## config.mk

```make
export PLATFORM = sky130hd
export DESIGN_NAME = ttx_exec
export DESIGN_NICKNAME = d
export VERILOG_FILES = /design/src/logic/ttx_pkg.sv /design/src/logic/ttx_dec_if.sv /design/src/logic/ttx_decoder.sv /design/src/logic/ttx_exec.sv
export SDC_FILE = /design/constraint.sdc
export NUM_CORES = 1
export LEC_CHECK = 0
export ABC_AREA = 0
export BUFFER_PORTS_ARGS = -buffer_cell sky130_fd_sc_hd__buf_2
export CAP_MARGIN = 20
export CORE_MARGIN = 2
export CORE_UTILIZATION = 46
export DETAILED_ROUTE_END_ITERATION = 8
export PLACE_DENSITY = 0.86
export SLEW_MARGIN = 0
export SYNTH_ARGS = -nofsm -noshare
export SYNTH_HDL_FRONTEND = slang
export SYNTH_SLANG_ARGS = --single-unit
```

## constraint.sdc

```tcl
create_clock -name sys_clk -period 2.2 [get_ports sys_clk]
set_clock_uncertainty 0.1 [all_clocks]
set_input_delay 0.33 -clock sys_clk [delete_from_list [all_inputs] [get_ports sys_clk]]
set_output_delay 0.33 -clock sys_clk [all_outputs]
set_load 0.01 [all_outputs]
```

## src/logic/ttx_pkg.sv

```systemverilog
// Behaviour
// RQ1 - timer 4 takes both nibbles of the timer 4 low reload register
// RQ2 - accumulator takes register B; register B keeps its value
// RQ3 - read timer 1: B gets bits 7..4, accumulator bits 3..0, one cycle
// RQ4 - read timer 2: B gets bits 7..4, accumulator bits 3..0, one cycle
// RQ5 - load: B to upper, accumulator to lower nibble of timer 4 and reload
// RQ6 - one word, one cycle, carry untouched, next instruction never skipped
package ttx_pkg;
  // ------------------------------------------------------------
  // widths
  // ------------------------------------------------------------
  localparam int unsigned INSTR_W = 10;
  localparam int unsigned NIB_W = 4;
  localparam int unsigned TMR_W = 8;

  // ------------------------------------------------------------
  // instruction encodings
  // ------------------------------------------------------------
  localparam logic [INSTR_W-1:0] OP_LOAD_T4_FROM_RELOAD = 10'h297;
  localparam logic [INSTR_W-1:0] OP_MOVE_B_TO_ACC = 10'h01e;
  localparam logic [INSTR_W-1:0] OP_READ_T1 = 10'h270;
  localparam logic [INSTR_W-1:0] OP_READ_T2 = 10'h271;
  localparam logic [INSTR_W-1:0] OP_LOAD_T4_AND_RELOAD = 10'h233;

  // ------------------------------------------------------------
  // reset values and timing
  // ------------------------------------------------------------
  localparam logic [NIB_W-1:0] ACC_RST = 4'h0;
  localparam logic [NIB_W-1:0] B_RST = 4'h0;
  localparam logic [TMR_W-1:0] TMR4_RST = 8'h00;
  localparam logic [TMR_W-1:0] RELOAD4_RST = 8'h00;
  localparam int unsigned EXEC_CYCLES = 1;

  // decoded operation, one-hot
  typedef enum logic [5:0] {
    TTX_OP_NONE = 6'b000001,
    TTX_OP_T4_FROM_RELOAD = 6'b000010,
    TTX_OP_B_TO_ACC = 6'b000100,
    TTX_OP_READ_T1 = 6'b001000,
    TTX_OP_READ_T2 = 6'b010000,
    TTX_OP_T4_AND_RELOAD = 6'b100000
  } ttx_op_t;
endpackage

```

## src/logic/ttx_dec_if.sv

```systemverilog
`timescale 1ns/10ps
// carries the fetched word to the decoder and the decoded operation back
interface ttx_dec_if;
  import ttx_pkg::*;
  logic [INSTR_W-1:0] word;
  logic valid;
  ttx_op_t op;
  modport dec (input word, input valid, output op);
  modport exe (output word, output valid, input op);
endinterface

```

## src/logic/ttx_decoder.sv

```systemverilog
`timescale 1ns/10ps
module ttx_decoder (
  ttx_dec_if.dec d // word in, operation out
);
  import ttx_pkg::*;

  // ------------------------------------------------------------
  // decode
  // ------------------------------------------------------------
  // words outside this group decode to none so neighbours own them
  always_comb begin
    d.op = TTX_OP_NONE;
    if (d.valid) begin
      case (d.word)
        OP_LOAD_T4_FROM_RELOAD: d.op = TTX_OP_T4_FROM_RELOAD;
        OP_MOVE_B_TO_ACC: d.op = TTX_OP_B_TO_ACC;
        OP_READ_T1: d.op = TTX_OP_READ_T1;
        OP_READ_T2: d.op = TTX_OP_READ_T2;
        OP_LOAD_T4_AND_RELOAD: d.op = TTX_OP_T4_AND_RELOAD;
        default: d.op = TTX_OP_NONE;
      endcase
    end
  end
endmodule

```

## src/logic/ttx_exec.sv

```systemverilog
`timescale 1ns/10ps
module ttx_exec (
  input wire logic sys_clk, // instruction clock
  input wire logic rst, // synchronous, active high
  input wire logic instr_valid, // one-cycle pulse, word is fetched
  input wire logic [ttx_pkg::INSTR_W-1:0] instr_word, // fetched word
  input wire logic [ttx_pkg::TMR_W-1:0] timer1, // running timer 1 count
  input wire logic [ttx_pkg::TMR_W-1:0] timer2, // running timer 2 count
  output logic [ttx_pkg::NIB_W-1:0] acc, // accumulator
  output logic [ttx_pkg::NIB_W-1:0] reg_b, // register B
  output logic [ttx_pkg::TMR_W-1:0] timer4, // timer 4 load value
  output logic timer4_load, // pulse: timer 4 loaded
  output logic [ttx_pkg::TMR_W-1:0] timer4_low_reload_reg, // reload source
  output logic instr_done, // pulse: a group instruction retired
  output logic skip_next // skip request, never set here
);
  import ttx_pkg::*;

  // the decoder is purely combinational, so decode and execute share one edge
  ttx_dec_if dif ();

  assign dif.word = instr_word;
  assign dif.valid = instr_valid;

  ttx_decoder u_dec (
    .d(dif)
  );

  // ------------------------------------------------------------
  // accumulator and register B
  // ------------------------------------------------------------
  // timers are sampled in the same cycle, so a nibble pair never tears
  always_ff @(posedge sys_clk) begin
    if (rst) begin
      acc <= ACC_RST;
      reg_b <= B_RST;
    end else begin
      case (dif.op)
        TTX_OP_B_TO_ACC: acc <= reg_b; // RQ2
        TTX_OP_READ_T1: begin
          reg_b <= timer1[7:4]; // RQ3
          acc <= timer1[3:0]; // RQ3
        end
        TTX_OP_READ_T2: begin
          reg_b <= timer2[7:4]; // RQ4
          acc <= timer2[3:0]; // RQ4
        end
        default: acc <= acc;
      endcase
    end
  end

  // ------------------------------------------------------------
  // timer 4 and its low reload register
  // ------------------------------------------------------------
  // the load pulse tells the counter to take timer4; the reload copy reads the
  // register before the edge, so a load followed at once by a copy sees the new value
  always_ff @(posedge sys_clk) begin
    if (rst) begin
      timer4 <= TMR4_RST;
      timer4_low_reload_reg <= RELOAD4_RST;
      timer4_load <= 1'b0;
    end else begin
      timer4_load <= 1'b0;
      case (dif.op)
        TTX_OP_T4_FROM_RELOAD: begin
          timer4 <= timer4_low_reload_reg; // RQ1
          timer4_load <= 1'b1;
        end
        TTX_OP_T4_AND_RELOAD: begin
          timer4 <= {reg_b, acc}; // RQ5
          timer4_low_reload_reg <= {reg_b, acc}; // RQ5
          timer4_load <= 1'b1;
        end
        default: timer4 <= timer4;
      endcase
    end
  end

  // ------------------------------------------------------------
  // retire
  // ------------------------------------------------------------
  // carry is not an input here at all, so none of these can touch it
  always_ff @(posedge sys_clk) begin
    if (rst) begin
      instr_done <= 1'b0;
      skip_next <= 1'b0;
    end else begin
      instr_done <= (dif.op != TTX_OP_NONE); // RQ6
      skip_next <= 1'b0; // RQ6
    end
  end

  // ------------------------------------------------------------
  // check helpers
  // ------------------------------------------------------------
  // the checks decode the raw word themselves, so a slip in the decoder
  // cannot hide behind its own output
  logic hit_t4_from_reload;
  logic hit_b_to_acc;
  logic hit_read_t1;
  logic hit_read_t2;
  logic hit_t4_and_reload;
  logic hit_read;
  logic hit_timer4;
  logic hit_any;

  // raw word matches, qualified by the valid strobe
  assign hit_t4_from_reload = instr_valid && (instr_word == OP_LOAD_T4_FROM_RELOAD);
  assign hit_b_to_acc = instr_valid && (instr_word == OP_MOVE_B_TO_ACC);
  assign hit_read_t1 = instr_valid && (instr_word == OP_READ_T1);
  assign hit_read_t2 = instr_valid && (instr_word == OP_READ_T2);
  assign hit_t4_and_reload = instr_valid && (instr_word == OP_LOAD_T4_AND_RELOAD);

  // groupings by what each instruction is allowed to write
  assign hit_read = hit_read_t1 || hit_read_t2;
  assign hit_timer4 = hit_t4_from_reload || hit_t4_and_reload;
  assign hit_any = hit_read || hit_timer4 || hit_b_to_acc;

  // ------------------------------------------------------------
  // checks
  // ------------------------------------------------------------
  // all checks are quiet while reset is high; the source checks also forgive
  // the first edge after it, where reset values show up as a change
  // the copy takes the reload register as it stood before the edge
  reload_copy_a: assert property (@(posedge sys_clk) disable iff (rst) // RQ1
    (instr_valid && instr_word == OP_LOAD_T4_FROM_RELOAD)
      |=> (timer4 == $past(timer4_low_reload_reg)) && timer4_load)
    else $error("timer 4 not loaded from reload register");

  // the move reads B and leaves it as it was
  b_to_acc_a: assert property (@(posedge sys_clk) disable iff (rst) // RQ2
    (instr_valid && instr_word == OP_MOVE_B_TO_ACC)
      |=> (acc == $past(reg_b)) && $stable(reg_b))
    else $error("accumulator did not take register B");

  // both nibbles of timer 1 come from one sample
  read_t1_a: assert property (@(posedge sys_clk) disable iff (rst) // RQ3
    (instr_valid && instr_word == OP_READ_T1)
      |=> ({reg_b, acc} == $past(timer1)) && instr_done)
    else $error("timer 1 read wrong");

  // both nibbles of timer 2 come from one sample
  read_t2_a: assert property (@(posedge sys_clk) disable iff (rst) // RQ4
    (instr_valid && instr_word == OP_READ_T2)
      |=> ({reg_b, acc} == $past(timer2)) && instr_done)
    else $error("timer 2 read wrong");

  // a copy right after a load must carry the value that the load wrote
  load_pair_a: assert property (@(posedge sys_clk) disable iff (rst) // RQ5
    (instr_valid && instr_word == OP_LOAD_T4_AND_RELOAD) ##1
      (instr_valid && instr_word == OP_LOAD_T4_FROM_RELOAD)
      |=> timer4 == {$past(reg_b, 2), $past(acc, 2)})
    else $error("reload did not carry the freshly loaded value");

  // retire pulses last one cycle unless another word follows at once
  one_cycle_a: assert property (@(posedge sys_clk) disable iff (rst) // RQ6
    instr_done |-> !skip_next ##1 (!instr_done || $past(instr_valid)))
    else $error("group instruction took more than one cycle or skipped");

  // both halves of the load land together, with the values before the edge
  t4_and_reload_a: assert property (@(posedge sys_clk) disable iff (rst) // RQ5
    hit_t4_and_reload
      |=> (timer4 == {$past(reg_b), $past(acc)})
        && (timer4_low_reload_reg == {$past(reg_b), $past(acc)}) && timer4_load)
    else $error("timer 4 and reload register not loaded from B and accumulator");

  // the reload register has exactly one writer
  reload_quiet_a: assert property (@(posedge sys_clk) disable iff (rst) // RQ5
    !hit_t4_and_reload |=> $stable(timer4_low_reload_reg))
    else $error("reload register changed without a load");

  // timer 4 moves, and its load pulse fires, only for the two timer 4 words
  t4_quiet_a: assert property (@(posedge sys_clk) disable iff (rst) // RQ1
    !hit_timer4 |=> $stable(timer4) && !timer4_load)
    else $error("timer 4 changed without a timer 4 instruction");

  // loading timer 4 never writes B or the accumulator; only the load and reload word reads them
  t4_keeps_ab_a: assert property (@(posedge sys_clk) disable iff (rst) // RQ1
    hit_timer4 |=> $stable(acc) && $stable(reg_b))
    else $error("timer 4 instruction disturbed B or the accumulator");

  // timer reads leave timer 4 and its reload register alone
  reads_keep_t4_a: assert property (@(posedge sys_clk) disable iff (rst) // RQ4
    hit_read |=> $stable(timer4) && $stable(timer4_low_reload_reg) && !timer4_load)
    else $error("timer read disturbed timer 4");

  // the move from B touches nothing on the timer side
  move_keeps_t4_a: assert property (@(posedge sys_clk) disable iff (rst) // RQ2
    hit_b_to_acc |=> $stable(timer4) && !timer4_load)
    else $error("move from B disturbed timer 4");

  // register B is written only by the two timer reads, and by reset
  b_source_a: assert property (@(posedge sys_clk) disable iff (rst) // RQ3
    $changed(reg_b) |-> $past(hit_read) || $past(rst))
    else $error("register B changed without a timer read");

  // the accumulator is written only by the reads and the move from B
  acc_source_a: assert property (@(posedge sys_clk) disable iff (rst) // RQ2
    $changed(acc) |-> $past(hit_read) || $past(hit_b_to_acc) || $past(rst))
    else $error("accumulator changed without a writing instruction");

  // words outside the group leave the working registers alone
  refused_a: assert property (@(posedge sys_clk) disable iff (rst) // RQ6
    !hit_any |=> $stable(acc) && $stable(reg_b) && !instr_done)
    else $error("unknown word changed state or retired");

  // every group word retires in the very next cycle
  done_match_a: assert property (@(posedge sys_clk) disable iff (rst) // RQ6
    hit_any |=> instr_done)
    else $error("group instruction did not retire in one cycle");

  // these words never ask the sequencer to skip
  never_skip_a: assert property (@(posedge sys_clk) disable iff (rst) // RQ6
    !skip_next)
    else $error("skip requested by a transfer instruction");

  // one word decodes to exactly one operation, or to none
  op_onehot_a: assert property (@(posedge sys_clk) disable iff (rst) // RQ6
    $onehot(dif.op))
    else $error("decoded operation is not one-hot");

  // the decoder and the raw word agree on whether a group word is present
  decode_none_a: assert property (@(posedge sys_clk) disable iff (rst) // RQ6
    (dif.op == TTX_OP_NONE) == !hit_any)
    else $error("decoder disagrees with the raw word");
endmodule

```

Word-level counts from Yosys, hierarchy flattened
Cells that the tools add are included.
Word-level totals
  output and inout bits: 27
  memory bits (writable): 0
  input bits: 29
  memories kept: 0
  word-level logic and storage cells: 27
  register bits after elaboration: 26
  bits in read-only memories: 0
  bits in latches: 0
Operators by class
  shift-type cells: 0
  bitwise gates (word level): 0
  add/subtract/negate cells: 0
  reductions and logical operators: 4
  eq/ne operators: 11
  multiplexer cells: 6
  $lt $le $gt $ge: 0
  multiply operators: 0
  div/mod/pow operators: 0
Operators by type and width (number)
  $eq 10x10->1 const B: 4
  $pmux 6 s5: 1
  $pmux 8 s2: 1
  $pmux 4 s3: 1
  $eq 10x5->1 const B: 1
  $pmux 4 s2: 1
  $eq 6x2->1 const B: 1
  $eq 6x3->1 const B: 1
  $eq 6x4->1 const B: 1
  $eq 6x5->1 const B: 1
  $eq 6x6->1 const B: 1
  $mux 6: 1
  $ne 6x1->1 const B: 1
  $reduce_bool 2->1: 2
  $reduce_bool 3->1: 1
  $reduce_or 2->1: 1
  $mux 1: 1

Depth between registers and ports, before layout
Gate-level depths: netlist of run 1.
  depth in word-level cells: 6
  gate-level depth with buffers: 6
  mapped depth without buffers: 4

Cells and area by module
From an unflattened synthesis of run 1, not the netlist that was laid out.
Second synthesis, totals
  cells, all modules: 144
  area, all modules: 1321.3 µm²
Modules (own cells, without submodules)
  ttx_exec: times used 1, sequential area each 520.5 µm², cells each 119, area an instance 1132.3 µm²
  ttx_decoder: times used 1, sequential area each 0.0 µm², cells each 25, area an instance 188.9 µm²

Worst setup path before layout of run 1
OpenSTA, ideal clock, no wires.
  kind: input -> register
  start: input port instr_word[7] (netlist name)
  end: register timer4_low_reload_reg[4] (netlist name)
  setup time: 0.128 ns
  data arrival time: 1.683 ns
  slack: 0.289 ns
  stages: 6
  path buffers: 2
  data required time: 1.972 ns
  cells stage by stage: or3b_4 > or4_4 > buf_6 > buf_6 > mux2i_1 > nor2_1
On the way
  cells in the longest elaborated chain, start to end: 4
  elaborated cells between the ends (all ways): 8
  those cells by class: eq/ne: 6; mux: 2
Ends and longest elaborated chain
  start: declaration: RTL line ttx_exec.sv:6  | input wire logic [ttx_pkg::INSTR_W-1:0] instr_word,
  $eq 10x10->1, or another cell as far along
  $pmux 6 s5 (*): RTL line ttx_decoder.sv:14  | case (d.word)
  $mux 6 (*): RTL line ttx_decoder.sv:13  | if (d.valid) begin
  $eq 6x6->1 (*): RTL line ttx_exec.sv:65  | case (dif.op)
  end signal: assignment: RTL line ttx_exec.sv:72  | timer4_low_reload_reg <= {reg_b, acc};
  end: declaration: RTL line ttx_exec.sv:13  | output logic [ttx_pkg::TMR_W-1:0] timer4_low_reload_reg,
Every way passes the cells marked *; elsewhere a longest branch is shown, timed or not.
A chain may end at the register's enable or synchronous reset.

Worst setup path after layout of run 1
  start: input port instr_word[7] (netlist name)
  end: register timer4[6] (netlist name)
On the way
  cells in the longest elaborated chain, start to end: 5
  elaborated cells between the ends (all ways): 11
  those cells by class: eq/ne: 7; mux: 3; reduce/logical: 1
Ends and longest elaborated chain
  $eq 10x10->1, or another cell as far along
  $pmux 6 s5 (*): RTL line ttx_decoder.sv:14
  $mux 6 (*): RTL line ttx_decoder.sv:13
  $eq 6x6->1 / $eq 6x2->1 (equally long branches): RTL line ttx_exec.sv:65
  $pmux 8 s2 / $reduce_bool 2->1 (equally long branches)
  end signal: assignment: RTL line ttx_exec.sv:67  | timer4 <= timer4_low_reload_reg;
  end signal: assignment: RTL line ttx_exec.sv:71  | timer4 <= {reg_b, acc};
  end signal: assignment: RTL line ttx_exec.sv:75  | default: timer4 <= timer4;
  end: declaration: RTL line ttx_exec.sv:11  | output logic [ttx_pkg::TMR_W-1:0] timer4,
Marks and branches as above.

==> flow_summary.ini, run 1 <==
[run_status]
status = complete, no violations

[synthesis]
synthesis.area_mm2 = 0.00129
syn_avg_cell_area_um2 = 9.93
ys_seq_area_frac = 0.403
synth_edf_count = 0
synth_fp_nets = 159
ys_types = 32
async_reset_ff_frac = 0
syn_inst = 130
synth-warning-count = 0
ys_ff_latch = 26
synth_flop_cell = dfxtp_1

[cts]
post_cts_resized = 0
cts_max_level = 1
worstSkewPairLatency_ps = 320
clock_path_buffers = 2
clkSinkCount = 26
cts_setup_buffers = 0
cts_root_buffer = clkbuf_4
hold_buffers = 0
clk_pin_slew_worst_paths_ps = 150
cts_buffers = 3
tritoncts = yes

[place]
dp_slack_ps = 72.8
port_buffers = 54
dp_hpwl_mm = 2.23
gp_congestion = 0.862
place_area_mm2 = 0.00156
placed_cells = 209

[global_routing]
antenna_found_initial = 0
grt_use_total = 0.183
grt_pass1_vias = 1109
grt_pass1_wl_mm = 4.84
grt_overflow_total = 0
grt_max_degree = 25

[timing]
fin_crit_sh = 0.801
period_needed_ps = 1760
final-hold-violation-count = 0
fmax_ghz = 0.567
holdWs_ps = 227
setup_viol = 0
layout_setup_ws_ps = 437
drv_slew = 0
fin_setup_tns_ps = 0
rsz0062_at_grt = false

[routing]
drc_errors = 0
detail-route-antenna-nets = 0
wirelength_mm = 2.83
drt-pass1-iter-count = 4
num_vias = 1141
via_per_inst = 5.36
drt_iter0_markers = 27
wl_per_cell_um = 13.3

[layout]
diodes = 0
final_cells = 213
drive_above_1_share = 0.379
nets = 212
area_delta_synth_final_pct = 24.8
final_cell_area_mm2 = 0.00161
layout_commonest_cell = buf_2
fill_cells = 235
fin_util = 0.595
final_cell_mix = 54 x buf_2, 26 x dfxtp_1, 24 x mux2i_1, 20 x nor2_1, 12 x a211oi_1

[floorplanning]
rows = 19
die_x_um = 57.0
die_h_um = 57.0
dieArea_mm2 = 0.00325
core_area_mm2 = 0.00271
start_util = 0.476
io_pins = 56

[pwr]
power_per_cell_area_mw_per_mm2 = 538
power_uw = 867
p_leak_nw = 0.851
ir_drop_v = 0.000365

[worst_hold_path]
hold_class = input port to flop
hold_path_depth = 3

[worst_setup_path]
worstPathMaxFanout = 24
critPathKind = input port to flop
cp-start-kind = input port
required_ps = 2320
worstPathArrival_ps = 1890
cp-end-kind = flop
rr_worst_depth = 2

[flow_run]
cap_violations = 0
-- path summary, 6_finish.rpt --
kind	startpoint	end	slack, ps
hold / removal	timer1[5]	reg_b[1]	230
setup reg to reg	reg_b[1]	acc[1]	1150
hold reg to reg	timer4_low_reload_reg[4]	timer4_low_reload_reg[4]	450
setup / recovery	instr_word[7]	timer4[6]	440
-- cell families (layout without fill, tap and decap cells) --
kind of cell | Yosys count | in the layout | synth area share
other cells | 1 | 1 | 0.00290
compound gates | 20 | 20 | 0.125
simple gates | 43 | 43 | 0.190
flops | 26 | 26 | 0.403
buf+inv | 12 | 64 | 0.0581
mux | 28 | 28 | 0.221
-- critical path: stages --
cell,delay (ps)
buf_2,120
or3b_4,410
or4_4,690
a211oi_1,340
-- routing by layer --
| metal | wire length (um) | track usage | vias to the layer above |
|---|---|---|---|
| met5 | 0 | 0 | - |
| met4 | 40 | 0.0631 | 0 |
| met3 | 108 | 0.0272 | 4 |
| met2 | 1500 | 0.330 | 26 |
| met1 | 1180 | 0.223 | 533 |
| li1 | - | - | 578 |
-- synth_stat cells (2+ instances only) --
master	count	share of area
dfxtp_1	26	0.40
mux2i_1	24	0.19
nor2_1	20	0.058
a211oi_1	12	0.070
nand2_1	5	0.015
mux2_2	4	0.035
o211a_1	4	0.031
buf_2	3	0.012
buf_6	3	0.026
inv_1	3	0.0087
and2_1	2	0.0097
and4_1	2	0.014
clkbuf_1	2	0.0058
nor2b_1	2	0.0097
-- report_power, final --
part / switching (mW) / internal (mW)
sequential: 0.000264 / 0.471
combinational: 0.0336 / 0.0333
clock: 0.144 / 0.184
total: 0.178 / 0.689
-- cell type report --
class	instances	area, um^2	area share
Multi-Input combinational cell	92	696	0.432
Sequential cell	26	520	0.323
Timing Repair Buffer	57	293	0.182
Tap cell	31	38.8	0.0241
Clock inverter	1	30.0	0.0186
Clock buffer	3	22.5	0.0140
Inverter	3	11.3	0.00699
Power figures use the tool's default switching activity.
==> run 2: changes to the inputs <==
- clock period: 2.2 -> 1.8 ns (I/O delays scaled with it)
==> run 2 against run 1 <==
Sequential power up 22%. Final area up 3.6%. Critical path depth up 1. Power up 24%. Worst setup slack worse by 250 ps. Core utilization up 2.1 points. Wire length up 9.4%. Final cell count up 2.8%. Die area unchanged. Non-clock buffer count up 6.
==> flow_summary.ini, run 2 (same netlist as run 1, synthesis figures left out) <==
[run_status]
status = complete, no violations

[place]
dp_hpwl_mm = 2.39
placed_cells = 215
gp_congestion = 0.886
port_buffers = 54
dp_slack_ps = -148

[worst_setup_path]
critPathKind = input port to flop
max_stage_delay_ps = 420
required_ps = 1930
cp-end-kind = flop
cp-start-kind = input port
crit_path_cell_trace = buf_2 > nor4bb_1 > and4_1 > mux2_2 > o211a_1
critical-path-slowest-cell = nor4bb_1
worstPathArrival_ps = 1750
worstPathMaxFanout = 4

[timing]
layout_setup_ws_ps = 186
period_needed_ps = 1610
rsz0062_at_grt = false
setup_viol = 0
fin_crit_sh = 0.897
final-hold-violation-count = 0
holdWs_ps = 118
drv_slew = 0
fmax_ghz = 0.620
fin_setup_tns_ps = 0

[layout]
final_cells = 219
drive_above_1_share = 0.399
area_delta_synth_final_pct = 29.3
final_cell_mix = 54 x buf_2, 26 x dfxtp_1, 24 x mux2i_1, 20 x nor2_1, 12 x a211oi_1
fin_util = 0.616
diodes = 0
nets = 218
layout_commonest_cell = buf_2
fill_cells = 239

[cts]
post_cts_resized = 0
worstSkewPairLatency_ps = 330
cts_buffers = 3
cts_max_level = 1
hold_buffers = 0
cts_root_buffer = clkbuf_4
clkSinkCount = 26
clock_path_buffers = 2
clk_pin_slew_worst_paths_ps = 140
cts_setup_buffers = 0
tritoncts = yes

[pwr]
power_per_cell_area_mw_per_mm2 = 642
ir_drop_v = 0.000513
p_leak_nw = 0.882

[global_routing]
grt_pass1_wl_mm = 5.06
antenna_found_initial = 0
grt_use_total = 0.193
grt_overflow_total = 0
grt_pass1_vias = 1161
grt_max_degree = 25

[routing]
wirelength_mm = 3.10
drt-pass1-iter-count = 7
drc_errors = 0
num_vias = 1210
drt_iter0_markers = 29
wl_per_cell_um = 14.1
via_per_inst = 5.53
detail-route-antenna-nets = 0

[flow_run]
cap_violations = 0

[floorplanning]
dieArea_mm2 = 0.00325
io_pins = 56
start_util = 0.476
rows = 19
die_x_um = 57.0
die_h_um = 57.0
core_area_mm2 = 0.00271

[worst_hold_path]
hold_class = input port to flop
## run 2: changes by cell type in the layout (fill, tap and decap cells not counted), sizes merged
cell / before / now
buf: 57 / 63
## run 2: critical path: cells and delay by family
family	cells	cell delay (ps)
AND/OR/NAND/NOR	2	790
multiplexers	1	370
AO/OA/AOI/OAI	1	210
buffers and inverters	1	110
## run 2: per-stage QoR
| stage | total power [mW] | instance area [um^2] |
|---|---|---|
| 6_report | 1.07 | 1670 |
| 4_1_cts | 1.08 | 1670 |
| 5_1_grt | 1.11 | 1670 |
| 2_1_floorplan | 0.629 | 1290 |
| 3_5_place_dp | 0.681 | 1620 |
| 3_3_place_gp | 0.676 | 1620 |
## run 2: worst paths after layout
path / from / end / slack (ps) / cells after the start
worst min register to register: acc[0] / timer4[0] / 450 / 2
worst min-delay path: rst / reg_b[1] / 120 / 2
worst max-delay path: instr_word[8] / acc[1] / 190 / 5
worst max register to register: reg_b[1] / acc[1] / 730 / 2
## run 2: where the power goes
group | leakage, nW | total [mW] | switching, mW | internal (mW)
logic | 0.644 | 0.0933 | 0.0453 | 0.0479
clock network | 0.0279 | 0.402 | 0.177 | 0.225
registers | 0.209 | 0.576 | 0.000329 | 0.576
## run 2: final cells by class
cell class / instances / area (um^2) / area share
Timing Repair Buffer: 63 / 350 / 0.210
Multi-Input combinational cell: 92 / 696 / 0.417
Clock inverter: 1 / 30.0 / 0.0180
Inverter: 3 / 11.3 / 0.00675
Sequential cell: 26 / 520 / 0.312
Clock buffer: 3 / 22.5 / 0.0135
Tap cell: 31 / 38.8 / 0.0232
## run 2: layer usage
layer  vias up  wire (um)  global-route usage
met5         -          0                   0
met4         0         48              0.0598
met3         6        147              0.0181
met2        46       1650               0.358
met1       574       1250               0.233
li1        584          -                   -
